**config.mk**
```make
export PLATFORM = sky130hd
export DESIGN_NAME = exec_core
export DESIGN_NICKNAME = d
export VERILOG_FILES = /design/src/exec_pkg.sv /design/src/exec_core.sv /design/src/negate_unit.sv
export SDC_FILE = /design/constraint.sdc
export NUM_CORES = 1
export LEC_CHECK = 0
export ABC_AREA = 1
export ABC_CLOCK_PERIOD_IN_PS = 10600
export BUFFER_PORTS_ARGS = -buffer_cell sky130_fd_sc_hd__buf_2
export CORE_MARGIN = 3
export CORE_UTILIZATION = 28
export DETAILED_ROUTE_END_ITERATION = 8
export HOLD_SLACK_MARGIN = 0.08
export PLACE_DENSITY = 0.44
export SLEW_MARGIN = 10
export SYNTH_ARGS = -nofsm -noshare
export SYNTH_HDL_FRONTEND = slang
export SYNTH_HIERARCHICAL = 1
export SYNTH_SLANG_ARGS = --single-unit
```
**constraint.sdc**
```tcl
create_clock -name core_clk_in -period 10.6 [get_ports core_clk_in]
set_input_delay 1.06 -clock core_clk_in [delete_from_list [all_inputs] [get_ports core_clk_in]]
set_output_delay 1.06 -clock core_clk_in [all_outputs]
set_load 0.01 [all_outputs]
```
**src/exec_pkg.sv**
```systemverilog
// Purpose: constants for the accumulator move, multiply and negate group
// Assumes: 16-bit instruction words, 8-bit data, four phases per cycle
// Notes: nothing is imported; users write exec_pkg::name
// Operation
// RL1 - store copies accumulator to file register, flags untouched, read phase 2, write phase 4
// RL2 - multiply immediate 1011 1100 forms unsigned 16-bit product, high byte upper
// RL3 - multiply file 0011 0100 writes unsigned product of accumulator and register
// RL4 - multiplies keep accumulator and the source register unchanged
// RL5 - multiplies change no status flag, even for a zero product
// RL6 - negate forms inverse of accumulator plus one, eight bits wide
// RL7 - negate with select 0 writes result to accumulator and register
// RL8 - negate with select 1 writes only the register, accumulator kept
// RL9 - negate decoded by upper seven bits 0010 110, bit 8 selects destination
// RL10 - negate updates overflow, carry, half carry and zero; others kept
// RL11 - eight-bit file address reaches all 256 data locations 00h to ffh
// RL12 - all-zero word is a no-operation changing nothing
// RL13 - each instruction is one word, one cycle, read phase 2, write phase 4
package exec_pkg;

    // ************************************************************
    // encodings
    // ************************************************************
    localparam logic [7:0]  STORE_HI    = 8'h01;
    localparam logic [7:0]  MUL_IMM_HI  = 8'hbc;
    localparam logic [7:0]  MUL_FILE_HI = 8'h34;
    localparam logic [6:0]  NEG_HI7     = 7'h16;
    localparam logic [15:0] NOP_WORD    = 16'h0000;
    localparam int          NEG_SEL_BIT = 8;

    // ************************************************************
    // status bit positions and reset values
    // ************************************************************
    localparam int         FLAG_C     = 0;
    localparam int         FLAG_DC    = 1;
    localparam int         FLAG_Z     = 2;
    localparam int         FLAG_OV    = 3;
    localparam logic [7:0] ACC_RST    = 8'h00;
    localparam logic [7:0] STATUS_RST = 8'h00;
    localparam logic [7:0] PROD_RST   = 8'h00;
    localparam int         PHASES     = 4;

    typedef enum logic [3:0] {
        PH_Q1 = 4'h1,
        PH_Q2 = 4'h2,
        PH_Q3 = 4'h4,
        PH_Q4 = 4'h8
    } phase_t;

endpackage : exec_pkg

```
**src/exec_core.sv**
```systemverilog
// Purpose: decode and execute store, multiply, negate and no-operation
// Assumes: instruction word held stable across the four phases
// Notes: file data enters from memory and leaves as a write strobe
`timescale 1ns/1ps
`default_nettype none
module exec_core (
    input  wire logic        core_clk_in,
    input  wire logic        srst_in,
    input  wire logic [15:0] instr_in,
    input  wire logic        instr_valid_in,
    input  wire logic [7:0]  file_rdata_in,
    input  wire logic        acc_load_in,
    input  wire logic [7:0]  acc_load_data_in,
    output logic      [7:0]  file_addr_out,
    output logic             file_rd_out,
    output logic      [7:0]  file_wdata_out,
    output logic             file_wr_out,
    output logic      [7:0]  working_accumulator_out,
    output logic      [7:0]  product_upper_byte_out,
    output logic      [7:0]  product_lower_byte_out,
    output logic      [7:0]  status_out,
    output logic             phase_q4_out,
    output logic             pc_advance_out
);
    typedef enum logic [4:0] {
        OP_NONE  = 5'h01,
        OP_STORE = 5'h02,
        OP_MULI  = 5'h04,
        OP_MULF  = 5'h08,
        OP_NEG   = 5'h10
    } op_t;

    // ************************************************************
    // decode
    // ************************************************************
    function automatic op_t decode(input logic [15:0] w);
        op_t r;
        r = OP_NONE;
        if (w[15:8] == exec_pkg::STORE_HI) begin // RL1
            r = OP_STORE;
        end else if (w[15:8] == exec_pkg::MUL_IMM_HI) begin // RL2
            r = OP_MULI;
        end else if (w[15:8] == exec_pkg::MUL_FILE_HI) begin // RL3
            r = OP_MULF;
        end else if (w[15:9] == exec_pkg::NEG_HI7) begin // RL9
            r = OP_NEG;
        end
        return r;
    endfunction : decode

    exec_pkg::phase_t phase_q;
    op_t              op_q;
    logic [7:0]       operand_q;
    logic [7:0]       acc_q;
    logic [7:0]       prod_hi_q;
    logic [7:0]       prod_lo_q;
    logic [7:0]       status_q;
    logic [7:0]       addr_q;
    logic             rd_q;
    logic             wr_q;
    logic [7:0]       wdata_q;
    logic             q4_q;
    logic             adv_q;
    logic [15:0]      product;
    logic [7:0]       neg_res;
    logic             neg_c;
    logic             neg_dc;
    logic             neg_ov;
    logic             neg_z;

    negate_unit #(.WIDTH(8)) u_neg (
        .acc_in         (acc_q),
        .result_out     (neg_res),
        .carry_out      (neg_c),
        .half_carry_out (neg_dc),
        .range_out      (neg_ov),
        .zero_out       (neg_z)
    );

    assign product = {8'h00, acc_q} * {8'h00, operand_q}; // RL2

    // ************************************************************
    // four-phase sequencer
    // ************************************************************
    always_ff @(posedge core_clk_in) begin
        if (srst_in) begin
            phase_q <= exec_pkg::PH_Q1;
        end else begin
            case (phase_q)
                exec_pkg::PH_Q1: phase_q <= exec_pkg::PH_Q2;
                exec_pkg::PH_Q2: phase_q <= exec_pkg::PH_Q3;
                exec_pkg::PH_Q3: phase_q <= exec_pkg::PH_Q4;
                exec_pkg::PH_Q4: phase_q <= exec_pkg::PH_Q1; // RL13
                default:         phase_q <= exec_pkg::PH_Q1;
            endcase
        end
    end

    // ************************************************************
    // decode in phase 1, operand read in phase 2
    // ************************************************************
    always_ff @(posedge core_clk_in) begin
        if (srst_in) begin
            op_q      <= OP_NONE;
            addr_q    <= 8'h00;
            rd_q      <= 1'b0;
            operand_q <= 8'h00;
        end else begin
            rd_q <= 1'b0;
            case (phase_q)
                exec_pkg::PH_Q1: begin
                    op_q   <= instr_valid_in ? decode(instr_in) : OP_NONE;
                    addr_q <= instr_in[7:0]; // RL11
                    rd_q   <= instr_valid_in
                              && decode(instr_in) != OP_NONE
                              && decode(instr_in) != OP_MULI; // RL13
                end
                exec_pkg::PH_Q2: begin
                    operand_q <= (op_q == OP_MULI) ? instr_in[7:0]
                                                   : file_rdata_in;
                end
                default: begin
                    operand_q <= operand_q;
                end
            endcase
        end
    end

    // ************************************************************
    // results written in phase 4
    // ************************************************************
    always_ff @(posedge core_clk_in) begin
        if (srst_in) begin
            acc_q     <= exec_pkg::ACC_RST;
            prod_hi_q <= exec_pkg::PROD_RST;
            prod_lo_q <= exec_pkg::PROD_RST;
            status_q  <= exec_pkg::STATUS_RST;
            wr_q      <= 1'b0;
            wdata_q   <= 8'h00;
        end else begin
            wr_q <= 1'b0;
            if (phase_q == exec_pkg::PH_Q3) begin
                case (op_q)
                    OP_STORE: begin
                        wr_q    <= 1'b1; // RL1
                        wdata_q <= acc_q;
                    end
                    OP_MULI, OP_MULF: begin
                        prod_hi_q <= product[15:8]; // RL3
                        prod_lo_q <= product[7:0]; // RL4 RL5
                    end
                    OP_NEG: begin
                        wr_q    <= 1'b1;
                        wdata_q <= neg_res; // RL7 RL8
                        if (!instr_in[exec_pkg::NEG_SEL_BIT]) begin
                            acc_q <= neg_res; // RL7
                        end
                        status_q[exec_pkg::FLAG_C]  <= neg_c; // RL10
                        status_q[exec_pkg::FLAG_DC] <= neg_dc;
                        status_q[exec_pkg::FLAG_Z]  <= neg_z;
                        status_q[exec_pkg::FLAG_OV] <= neg_ov;
                    end
                    default: begin
                        wr_q <= 1'b0; // RL12
                        // accumulator write from instructions outside the group
                        if (acc_load_in) begin
                            acc_q <= acc_load_data_in;
                        end
                    end
                endcase
            end
        end
    end

    // ************************************************************
    // cycle markers
    // ************************************************************
    always_ff @(posedge core_clk_in) begin
        if (srst_in) begin
            q4_q  <= 1'b0;
            adv_q <= 1'b0;
        end else begin
            q4_q  <= (phase_q == exec_pkg::PH_Q3);
            adv_q <= (phase_q == exec_pkg::PH_Q3) && instr_valid_in; // RL12
        end
    end

    assign file_addr_out           = addr_q;
    assign file_rd_out             = rd_q;
    assign file_wdata_out          = wdata_q;
    assign file_wr_out             = wr_q;
    assign working_accumulator_out = acc_q;
    assign product_upper_byte_out  = prod_hi_q;
    assign product_lower_byte_out  = prod_lo_q;
    assign status_out              = status_q;
    assign phase_q4_out            = q4_q;
    assign pc_advance_out          = adv_q;
endmodule : exec_core
`default_nettype wire

```
**src/negate_unit.sv**
```systemverilog
// Purpose: two's complement of the accumulator with its flag outputs
// Assumes: purely combinational, eight bits wide
// Notes: flags follow a subtraction of the accumulator from zero
`timescale 1ns/1ps
`default_nettype none
module negate_unit #(
    parameter int WIDTH = 8
) (
    input  wire logic [WIDTH-1:0] acc_in,
    output logic      [WIDTH-1:0] result_out,
    output logic                  carry_out,
    output logic                  half_carry_out,
    output logic                  range_out,
    output logic                  zero_out
);
    logic [WIDTH:0] sum;
    logic [4:0]     low_sum;

    // ************************************************************
    // inverse plus one
    // ************************************************************
    assign sum            = {1'b0, ~acc_in} + {{WIDTH{1'b0}}, 1'b1}; // RL6
    assign low_sum        = {1'b0, ~acc_in[3:0]} + 5'h01;
    assign result_out     = sum[WIDTH-1:0];
    assign carry_out      = sum[WIDTH];
    assign half_carry_out = low_sum[4];
    assign range_out      = acc_in[WIDTH-1] & sum[WIDTH-1];
    assign zero_out       = (sum[WIDTH-1:0] == '0);
endmodule : negate_unit
`default_nettype wire
```
# After elaboration in Yosys (flattened, before gate mapping)
# Index checks and enable logic that the tools add are counted.
word_totals:
  register_bits: 65
op_classes:
  n_addsub: 2
  n_mul: 1
  n_eq_ne: 14
  muxes: 14
  bitwise_logic: 6
  n_reduce_logical: 15
op_table:
  columns: ["cell", "count"]
  rows:
  - ["$mux 5", 7]
  - ["$pmux 8 s2", 2]
  - ["$mux 8", 3]
  - ["$mul 8x8->16", 1]
  - ["$pmux 4 s3", 1]
  - ["$add 8x1->9 const B", 1]
  - ["$eq 8x1->1 const B", 1]
  - ["$eq 8x6->1 const B", 1]
  - ["$eq 8x8->1 const B", 1]
  - ["$logic_not 8->1", 1]
  - ["$not 8->8", 1]
  - ["$reduce_or 2->1", 4]
  - ["$eq 7x5->1 const B", 1]
  - ["$reduce_and 2->1", 3]
  - ["$add 4x1->5 const B", 1]
  - ["$eq 5x2->1 const B", 1]
  - ["$eq 5x3->1 const B", 1]
  - ["$eq 5x4->1 const B", 1]
  - ["$eq 5x5->1 const B", 1]
  - ["$ne 5x1->1 const B", 1]
  - ["$ne 5x3->1 const B", 1]
  - ["$eq 4x1->1 const B", 1]
  - ["$eq 4x2->1 const B", 1]
  - ["$eq 4x3->1 const B", 1]
  - ["9 further kinds", 14]

# Longest topological paths before layout
# Gate-level depths: netlist of the first run.
depth:
  word_depth: 10
  ltp_mapped: 22

# Hierarchy
# Netlist of the first run, hierarchy kept.
modules_own_cells:
  columns: ["module", "n_inst", "cells_per_inst", "area_per_inst_um2", "seq_area_each_um2"]
  rows:
  - ["exec_core", 1, 769, 5157.4, 1281.2]
  - ["negate_unit", 1, 44, 207.7, 0.0]

# Worst setup path after synthesis of the first run
# Ideal clock, no wire load.
synth_path:
  kind: "reg2reg"
  from: "register acc_q[2] (netlist: working_accumulator_out[2])"
  to: "register prod_hi_q[7] (netlist: product_upper_byte_out[7])"
  t_arrival_ns: 3.938
  required_ns: 10.491
  path_slack_ns: 6.553
  stages_incl_launch_ff: 20
  path_buffers: 1
  period_less_slack_ns: 4.047
  path_cell_list: "dfxtp_1 -> clkbuf_1 -> nand2_1 -> fa_1 -> fa_1 -> inv_1 -> fa_1 -> inv_1 -> fa_1 -> inv_1 -> ha_1 -> nand2_1 -> nor2_1 -> and2_1 -> nand2_1 -> nand3_1 -> nand2_1 -> nand3_1 -> nand2_1 -> inv_1"
synth_between:
  elab_chain_cells: 1
synth_lines:
  columns: ["element", "line", "text"]
  rows:
  - ["from (decl)", "exec_core.sv:54", "logic [7:0] acc_q;"]
  - ["from (signal assigned)", "exec_core.sv:134", "acc_q <= exec_pkg::ACC_RST;"]
  - ["from (signal assigned)", "exec_core.sv:156", "acc_q <= neg_res;"]
  - ["from (signal assigned)", "exec_core.sv:167", "acc_q <= acc_load_data_in;"]
  - ["$mul 8x8->16", "exec_core.sv:80", "assign product = {8'h00, acc_q} * {8'h00, operand_q};"]
  - ["to (signal assigned)", "exec_core.sv:135", "prod_hi_q <= exec_pkg::PROD_RST;"]
  - ["to (signal assigned)", "exec_core.sv:149", "prod_hi_q <= product[15:8];"]
  - ["to (decl)", "exec_core.sv:55", "logic [7:0] prod_hi_q;"]
# No other way between the ends.
# A chain may end at the register's enable or synchronous reset.

# Final worst setup path of the first run
# Ends and elaborated chain as after synthesis.

==> flow_summary.toml, run 1 <==
[run_status]
outcome = "complete, no violations"

[power]
p_per_area_nw_per_um2 = 104.0
p_clk_frac = 0.450
cellLeakagePower_uw = 0.003776
switchingPower_uw = 178.3
comb_power_share = 0.122
sw_frac_of_total = 0.2770
seq_power_share = 0.428
vdd_drop_max_mv = 0.07827
p_int_uw = 465.5

[die]
io_pins = 88
dieWidth_um = 144.4
fp.dieArea_sq_um = 20860
core-area_sq_um = 18390
initial_core_util = 0.2917
die_h_um = 144.4
fp-row-count = 49

[grt]
antenna_found_initial = 0
grt_usage = 0.1389
grt_pass1_wl_um = 23050
grt_pass1_vias = 4627
gr-total-overflow = 0
grt_max_degree = 35

[clock_tree]
htree_num_levels = 3
tritoncts = "yes"
clock_path_buffers = 2
clk_latency_ns = 0.34
clock_sinks = 64
post_cts_resized = 0
clock-root-buffer = "clkbuf_16"
ctsHoldBuffers = 0
cts_made_buffers = 9
cts_setup_buffers = 0
clk_pin_slew_ns = 0.06

[yosys]
synth-seq-cells = 64
ys.flop_type = "dfxtp_1"
netlist_instances = 813
async_reset_ff_frac = 0
synth_edf_count = 0
synth-seq-area-share = 0.2388
avgSynthCellArea_sq_um = 6.599
synth_common_cells = "nand2_1, inv_1, nor2_1"
synthTopCellsByArea = "dfxtp_1, nand2_1, fa_1, inv_1, ha_1"
yosysTopAreaCell = "dfxtp_1"
netlist.area_leader.share = 0.2388
synth_warnings = 6
synth_area_sq_um = 5365
ys_types = 33
synth.most_common_cell = "nand2_1"

[setup_path]
required_ns = 10.84
crit_path_start = "working_accumulator_out[2]"
worstPathMaxFanout = 14
cp_slowest_stage_delay_ns = 0.67
cp-start-kind = "flop"
worstSetupPathType = "reg2reg"
cp-end-kind = "flop"
reg2reg_from = "working_accumulator_out[2]"
cp_common_cell = "nand2_1"
cp.arrival_ns = 4.49
slowest_stage = "dfxtp_1"
cp_cell_sequence = "nand2_1 -> fa_1 -> fa_1 -> inv_1 -> fa_1 -> inv_1 -> fa_1 -> inv_1 -> ha_1 -> nand2_1 -> nor2_1 -> and2_1 -> nand2_1 -> nand3_1 -> nand2_1 -> nand3_1 -> nand2_1 -> inv_1"

[finish]
antennaDiodeCount = 0
drive_gt1_frac = 0.1304
fin_nets = 987
syn_to_final_growth_pct = 15.37

[sta]
fin_crit_sh = 0.4013
fin_skew_ns = 0.006602
slew_headroom = 0.3645
hold_slack_ns = 0.4680
hold_violations = 0
max_freq_mhz = 235.1
final-setup-viol-count = 0
tns_ns = 0
period_minus_slack_ns = 4.253
slew_violations = 0
fin_ws_ns = 6.347
rsz0062_at_grt = "false"
tightest_slew_ns = 0.9480

[placed_design]
routabilityCongestion = 0.7915
dp_hpwl_um = 10870
dpl_worst_slack_ns = 6.319
portBuffers = 83

[routing]
first_pass_iters = 4
drt_iter0_markers = 200
antenna_left = 0
num_vias = 4771
avgViaCountPerCell = 4.294
wirelength_um = 13580
wl_per_cell_um = 12.23
drc = 0

[min_path]
hold_start = "product_lower_byte_out[0]"
holdCritPathClass = "reg2reg"

[flow_run]
max_cap_violations = 0
[layout by cell type (no fill, tap or decap), types with 2 or more instances in the layout]
cell type and n:
nand2_1 210, inv_1 179, nor2_1 109, buf_2 83, dfxtp_1 64, nand3_1 40
ha_1 38, o21ai_0 36, fa_1 36, a21oi_1 14, nand4_1 10, clkbuf_16 9
o211ai_1 8, nor2_2 5, nor3_1 5, inv_2 4, xnor2_1 4, conb_1 4
clkbuf_1 4, nor3_2 2, o21ai_4 2, xor2_1 2, clkinv_2 2
[kinds of logic (layout without fill, tap and decap cells)]
kind of cell,after synthesis,in the layout,synth area share
AO/OA/AOI/OAI,61,61,0.06530
buffers and inverters,219,285,0.1630
other,1,4,0.0006990
flip-flops,64,64,0.2388
adder cells (fa/ha/maj),74,74,0.2229
AND/OR/NAND/NOR,388,388,0.2994
XOR/XNOR,6,6,0.009795
[power groups by stage]
stage	sequential [uW]	combinational, uW	clock (uW)
after CTS	276	80.1	302
after floorplan	271	57.4	0
after detailed placement	281	79.8	0
after global placement	281	80.2	0
after global routing	278	90.8	313
final	276	78.4	290
[through the flow]
stage	util	cell area, sq um	cells	power (uW)
6_report	0.3365	6190	1111	643.8
5_1_grt	0.3365	6190	1111	682.6
4_1_cts	0.3365	6190	1111	657.7
3_5_place_dp	0.3212	5907	1095	360.8
3_3_place_gp	0.3212	5907	1095	361.3
2_1_floorplan	-	5376	816	328.7
[area by class of cell]
type	count	area (sq um)
multi-input combinational	533	3221
clock inverter	3	42.54
clock buffer	13	240.2
fill	2046	12200
tap	229	286.5
timing repair buffer	84	422.9
sequential	64	1281
inverter	185	695.7
[flip-flops by register name (all words and copies together), names as in the netlist]
signal	cells
working_accumulator_out	8
operand_q	8
file_wdata_out	8
file_addr_out	8
op_q	5
file_wr_out	1
pc_advance_out	1
phase_q	4
status_out	4
product_upper_byte_out	8
file_rd_out	1
product_lower_byte_out	8
[final timing paths]
kind                               end  slack, ns  cells after the start
min          product_lower_byte_out[0]       0.47                      2
min reg2reg  product_lower_byte_out[0]       0.47                      2
max          product_upper_byte_out[7]       6.35                     18
max reg2reg  product_upper_byte_out[7]       6.35                     18
[worst max-delay path: cells and delay by family, from the launching register on]
family / cells / cell delay [ns]
flip-flops: 1 / 0.67
AND/OR/NAND/NOR: 9 / 0.82
adder cells (fa/ha/maj): 5 / 2.46
buffers and inverters: 4 / 0.19
[routing by layer]
| layer | part of all wire | vias up | GRT usage |
|---|---|---|---|
| li1 | - | 2546 | - |
| met1 | 0.51 | 2124 | 0.1957 |
| met2 | 0.44 | 92 | 0.2165 |
| met3 | 0.043 | 9 | 0.02679 |
| met4 | 0.011 | 0 | 0.03976 |
| met5 | 0 | - | 0 |
Power figures use the tool's default switching activity.
==> run 2: changes to the inputs <==
--- a/config.mk
+++ b/config.mk
@@ -5,14 +5,14 @@
 export SDC_FILE = /design/constraint.sdc
 export NUM_CORES = 1
 export LEC_CHECK = 0
-export ABC_AREA = 1
-export ABC_CLOCK_PERIOD_IN_PS = 10600
+export ABC_AREA = 0
+export ABC_CLOCK_PERIOD_IN_PS = 4200
 export BUFFER_PORTS_ARGS = -buffer_cell sky130_fd_sc_hd__buf_2
 export CORE_MARGIN = 3
 export CORE_UTILIZATION = 28
 export DETAILED_ROUTE_END_ITERATION = 8
 export HOLD_SLACK_MARGIN = 0.08
-export PLACE_DENSITY = 0.44
+export PLACE_DENSITY = 0.45
 export SLEW_MARGIN = 10
 export SYNTH_ARGS = -nofsm -noshare
 export SYNTH_HDL_FRONTEND = slang
==> constraint.sdc (replaced) <==
create_clock -name core_clk_in -period 4.2 [get_ports core_clk_in]
set_input_delay 0.42 -clock core_clk_in [delete_from_list [all_inputs] [get_ports core_clk_in]]
set_output_delay 0.42 -clock core_clk_in [all_outputs]
set_load 0.01 [all_outputs]
==> run 2 against run 1 <==
Setup slack worse by 6.2 ns; cell area is 0.46% higher; sequential power rose by 140%.
==> flow_summary.toml, run 2 <==
[run_status]
outcome = "complete, no violations"

[yosys]
muxShareOfSynthArea = 0.04719
synth_warnings = 6
synth_common_cells = "dfxtp_1, inv_1, and2_1, nand2_1, nor2_1"
synth_edf_count = 0
yosysTopAreaCell = "dfxtp_1"
synthTopCellsByArea = "dfxtp_1, fa_1, ha_1, and2_1, mux2i_1"
synth-xor-area-share = 0.03232
synth_compound_area_frac = 0.1131
synth_top_family_by_area = "adder cells"
netlist_instances = 560
ys.flop_type = "dfxtp_1"
synth_adder_area_share = 0.2452
synth-seq-area-share = 0.2626
ys_types = 52
synth_area_sq_um = 4878
async_reset_ff_frac = 0
synth_simple_gate_area_frac = 0.2262
synth.most_common_cell = "dfxtp_1"
synth-seq-cells = 64
avgSynthCellArea_sq_um = 8.711
netlist.area_leader.share = 0.2626

[routing]
avgViaCountPerCell = 4.667
num_vias = 4182
drt_iter0_markers = 126
antenna_left = 0
wl_per_cell_um = 14.61
wirelength_um = 13090
drc = 0
first_pass_iters = 4

[placed_design]
portBuffers = 83
place_inst = 878
routabilityCongestion = 0.7941
dp_hpwl_um = 10450
dpl_worst_slack_ns = -0.07058

[grt]
grt_usage = 0.1440
grt_pass1_vias = 4246
grt_max_degree = 60
grt_pass1_wl_um = 21410
gr-total-overflow = 0
antenna_found_initial = 0

[sta]
hold_violations = 0
slew_headroom = 0.5053
tightest_slew_ns = 0.7389
rsz0062_at_grt = "true"
slew_violations = 0
period_minus_slack_ns = 4.059
max_freq_mhz = 246.4
fin_crit_sh = 0.9664
final-setup-viol-count = 0
hold_slack_ns = 0.3343
fin_skew_ns = 0.01013
fin_ws_ns = 0.1411

[clock_tree]
clk_latency_ns = 0.34
ctsHoldBuffers = 0
clock_path_buffers = 2
tritoncts = "yes"
clk_pin_slew_ns = 0.05
htree_num_levels = 3
clock-root-buffer = "clkbuf_16"
cts_made_buffers = 9
clock_sinks = 64

[die]
io_pins = 88
fp-row-count = 47
die_h_um = 138.0
dieWidth_um = 138.0
fp.dieArea_sq_um = 19040
core-area_sq_um = 16820
initial_core_util = 0.2901

[finish]
final_common_cell = "buf_2"
fin_nets = 781
antennaDiodeCount = 0
utilization = 0.3697
drive_gt1_frac = 0.2751
layout_common_cells = "buf_2, and2_1, inv_1"
final_cell_count_no_fill = 896
syn_to_final_growth_pct = 27.47

[setup_path]
worstPathMaxFanout = 7
cp_slowest_stage_delay_ns = 0.57
cp_common_cell = "fa_1"
cp-end-kind = "flop"
cp-start-kind = "flop"
cp.arrival_ns = 4.28
required_ns = 4.43
slowest_stage = "fa_1"
cp_cell_sequence = "nand2_4 -> fa_1 -> fa_1 -> inv_2 -> fa_1 -> inv_1 -> fa_1 -> inv_2 -> ha_4 -> nand3_2 -> o22ai_2 -> o2111ai_2 -> a31oi_1 -> or3_1 -> a32o_1"
worstSetupPathType = "reg2reg"

[power]
cellLeakagePower_uw = 0.003011
power.total_uw = 1513
vdd_drop_max_mv = 0.1446
p_per_area_nw_per_um2 = 243.2

[flow_run]
max_cap_violations = 0

[min_path]
holdCritPathClass = "in2reg"
## run 2: critical path: cells and delay by family, from the launching register on
family                     cells  cell delay, ns
adders and majority gates      5            2.32
buffers and inverters          3            0.14
and+or+nand+nor                3            0.48
AOI/OAI and AO/OA              4            0.62
DFF                            1            0.39
## run 2: power breakdown
group | switching, uW | internal, uW | total, uW
clock network | 271 | 413 | 684
registers | 29.1 | 629 | 658
logic | 97.7 | 73.1 | 171
## run 2: final timing paths
path                                to  depth (start not counted)              from  slack [ns]
max          product_upper_byte_out[6]                         15      operand_q[2]        0.14
max reg2reg  product_upper_byte_out[6]                         15      operand_q[2]        0.14
min                   file_addr_out[2]                          3       instr_in[2]        0.33
min reg2reg           file_addr_out[5]                          2  file_addr_out[5]        0.45
## run 2: area by class of cell
type / count / area, sq um
clock buffer: 11 / 242.7
multi-input combinational: 417 / 3425
clock inverter: 5 / 32.53
tap: 220 / 275.3
timing repair buffer: 123 / 715.7
sequential: 64 / 1318
inverter: 56 / 210.2
fill: 1774 / 10600
## run 2: cell families (layout without fill, tap and decap cells)
family | after synthesis | in the layout
buffers and inverters | 82 | 195
flip-flops | 64 | 64
multiplexers | 23 | 23
AO/OA/AOI/OAI | 87 | 87
XOR/XNOR | 18 | 18
other | 1 | 4
adder cells (fa/ha/maj) | 74 | 74
AND/OR/NAND/NOR | 211 | 211
## run 2: repair_timing
item                                    in CTS  in global routing
setup buffers                                0                  2
pin swaps                                    2                 21
gates resized for setup                     13                 33
endpoints found under the setup margin       3                  9
## run 2: layer usage
layer,GRT usage,vias up,share of wire
met3,0.02685,13,0.034
li1,-,2094,-
met4,0.05104,0,0.018
met2,0.2289,79,0.47
met5,0,-,0
met1,0.1959,1996,0.48
## run 2: stage by stage
step	setup TNS (ns)	area, sq um
after CTS	0	6068
final	0	6218
after global routing	-0.03625	6218
after global placement	-0.06068	5737
after floorplan	0	4921
after detailed placement	-0.1428	5737
==> run 3: changes to the inputs <==
--- a/config.mk
+++ b/config.mk
@@ -6,8 +6,7 @@
 export NUM_CORES = 1
 export LEC_CHECK = 0
 export ABC_AREA = 0
-export ABC_CLOCK_PERIOD_IN_PS = 4200
-export BUFFER_PORTS_ARGS = -buffer_cell sky130_fd_sc_hd__buf_2
+export BUFFER_PORTS_ARGS = -buffer_cell sky130_fd_sc_hd__buf_4
 export CORE_MARGIN = 3
 export CORE_UTILIZATION = 28
 export DETAILED_ROUTE_END_ITERATION = 8
==> run 3 against run 2 <==
Routed wire length shrank 0.59%; worst hold slack gained 0.0040 ns; register-to-register slack about the same; critical path depth shrank 1; largest cell class unchanged.
==> flow_summary.toml, run 3 (synthesized netlist as in run 2, its figures left out) <==
[run_status]
outcome = "complete, no violations"

[routing]
drc = 0
first_pass_iters = 4
drt_iter0_markers = 163
wl_per_cell_um = 14.59
num_vias = 4151
antenna_left = 0
avgViaCountPerCell = 4.654
wirelength_um = 13020

[die]
fp-row-count = 47
core-area_sq_um = 16820
die_h_um = 138.0
initial_core_util = 0.2901
fp.dieArea_sq_um = 19040
dieWidth_um = 138.0
io_pins = 88

[setup_path]
cp-start-kind = "flop"
required_ns = 4.42
r2r_slack_ns = 0.13
r2r_end = "product_upper_byte_out[6]"
cp-end-kind = "flop"
critPathBufInv = 4
reg2reg_from = "operand_q[5]"
cp.arrival_ns = 4.29
worstPathMaxFanout = 4
cp_slowest_stage_delay_ns = 0.53
cp_cell_sequence = "buf_4 -> and2_1 -> fa_1 -> fa_1 -> fa_1 -> inv_1 -> fa_1 -> inv_1 -> ha_4 -> buf_4 -> o2111ai_2 -> a31oi_2 -> or3_1 -> a32o_1"
worstSetupPathType = "reg2reg"
reg2reg_depth = 14
slowest_stage = "fa_1"
crit_family = "adder cells"
cp_common_cell = "fa_1"

[sta]
period_minus_slack_ns = 4.071
slew_violations = 0
hold_slack_ns = 0.3384
tightest_slew_ns = 0.7374
final-setup-viol-count = 0
hold_violations = 0
fin_crit_sh = 0.9693
fin_skew_ns = 0.007402
fin_ws_ns = 0.1291
max_freq_mhz = 245.6
slew_headroom = 0.5063

[min_path]
holdPathEnd = "file_addr_out[3]"
holdPathStages = 3
holdCritPathClass = "in2reg"
hold_start = "instr_in[3]"

[placed_design]
place_area_sq_um = 5914
place_inst = 874
dp_hpwl_um = 10420
dpl_worst_slack_ns = -0.1040
routabilityCongestion = 0.8319
portBuffers = 83

[finish]
antennaDiodeCount = 0
layout_common_cells = "buf_4, and2_1, inv_1"
final_common_cell = "buf_4"
syn_to_final_growth_pct = 30.96
fin_nets = 777
final_cell_count_no_fill = 892
drive_gt1_frac = 0.2649
fin_area_sq_um = 6389
utilization = 0.3799

[power]
cellLeakagePower_uw = 0.003013
p_clk_frac = 0.446
comb_power_share = 0.121
vdd_drop_max_mv = 0.1609
seq_power_share = 0.433
sw_frac_of_total = 0.2576
p_per_area_nw_per_um2 = 238.2
p_int_uw = 1130
switchingPower_uw = 392.0

[clock_tree]
clk_pin_slew_ns = 0.06
clk_latency_ns = 0.33
cts_made_buffers = 9
clock_path_buffers = 2
ctsHoldBuffers = 0
clock_sinks = 64
tritoncts = "yes"
clock-root-buffer = "clkbuf_16"
htree_num_levels = 3

[grt]
grt_usage = 0.1391
grt_max_degree = 60
grt_pass1_vias = 4097
antenna_found_initial = 0
gr-total-overflow = 0
grt_pass1_wl_um = 20780

[flow_run]
max_cap_violations = 0
run 3: changes by cell type in the layout (fill, tap and decap cells not counted), moves of 2 or more:
cell / delta
clkbuf_1: +2
nand2_2: +2
buf_2: -83
clkinvlp_4: -2
buf_4: +79
nand3_2: -2
run 3: how the worst max path moves through the flow:
stage	from	to	slack, ns	cells after the start
detailed placement	operand_q[6]	product_upper_byte_out[6]	-0.10	15
CTS	operand_q[5]	product_upper_byte_out[6]	0.005	14
floorplan	working_accumulator_out[5]	product_upper_byte_out[6]	0.01	16
global placement	working_accumulator_out[2]	product_upper_byte_out[6]	-0.05	15
finish	operand_q[5]	product_upper_byte_out[6]	0.13	14
global route	operand_q[5]	product_upper_byte_out[5]	-0.01	16
run 3: area by class of cell:
cell class,instances,area [sq um]
Clock buffer,13,250.2
Clock inverter,3,17.52
Fill cell,1753,10430
Inverter,56,210.2
Multi-Input combinational cell,417,3425
Sequential cell,64,1318
Tap cell,220,275.3
Timing Repair Buffer,119,893.4
run 3: stage by stage:
| step | power, uW | TNS [ns] |
|---|---|---|
| 3_5_place_dp | 853.4 | -0.1900 |
| 6_report | 1522 | 0 |
| 4_1_cts | 1544 | 0 |
| 2_1_floorplan | 760.3 | 0 |
| 3_3_place_gp | 852.2 | -0.05641 |
| 5_1_grt | 1596 | -0.01583 |
run 3: power groups by stage:
stage / logic (uW) / registers [uW] / clock network, uW
floorplan: 90.0 / 670 / 0
global placement: 182 / 670 / 0
detailed placement: 182 / 672 / 0
CTS: 183 / 658 / 703
global route: 204 / 663 / 729
finish: 184 / 659 / 679
run 3: per-layer routing:
| layer | vias up | share of wire | track usage |
|---|---|---|---|
| li1 | 2080 | - | - |
| met1 | 1990 | 0.48 | 0.1893 |
| met2 | 67 | 0.47 | 0.2207 |
| met3 | 14 | 0.039 | 0.03012 |
| met4 | 0 | 0.013 | 0.04336 |
| met5 | - | 0 | 0 |
run 3: worst min-delay path, cell delays in order:
cell and delay [ns]:
buf_4 0.11, nand2_1 0.05, a21oi_1 0.05
run 3: repair_timing:
| action | 4_1_cts | 5_1_grt |
|---|---|---|
| buffers inserted | 0 | 2 |
| endpoints found under the setup margin | 4 | 7 |
| pin swaps | 4 | 22 |
| resized for setup | 13 | 34 |
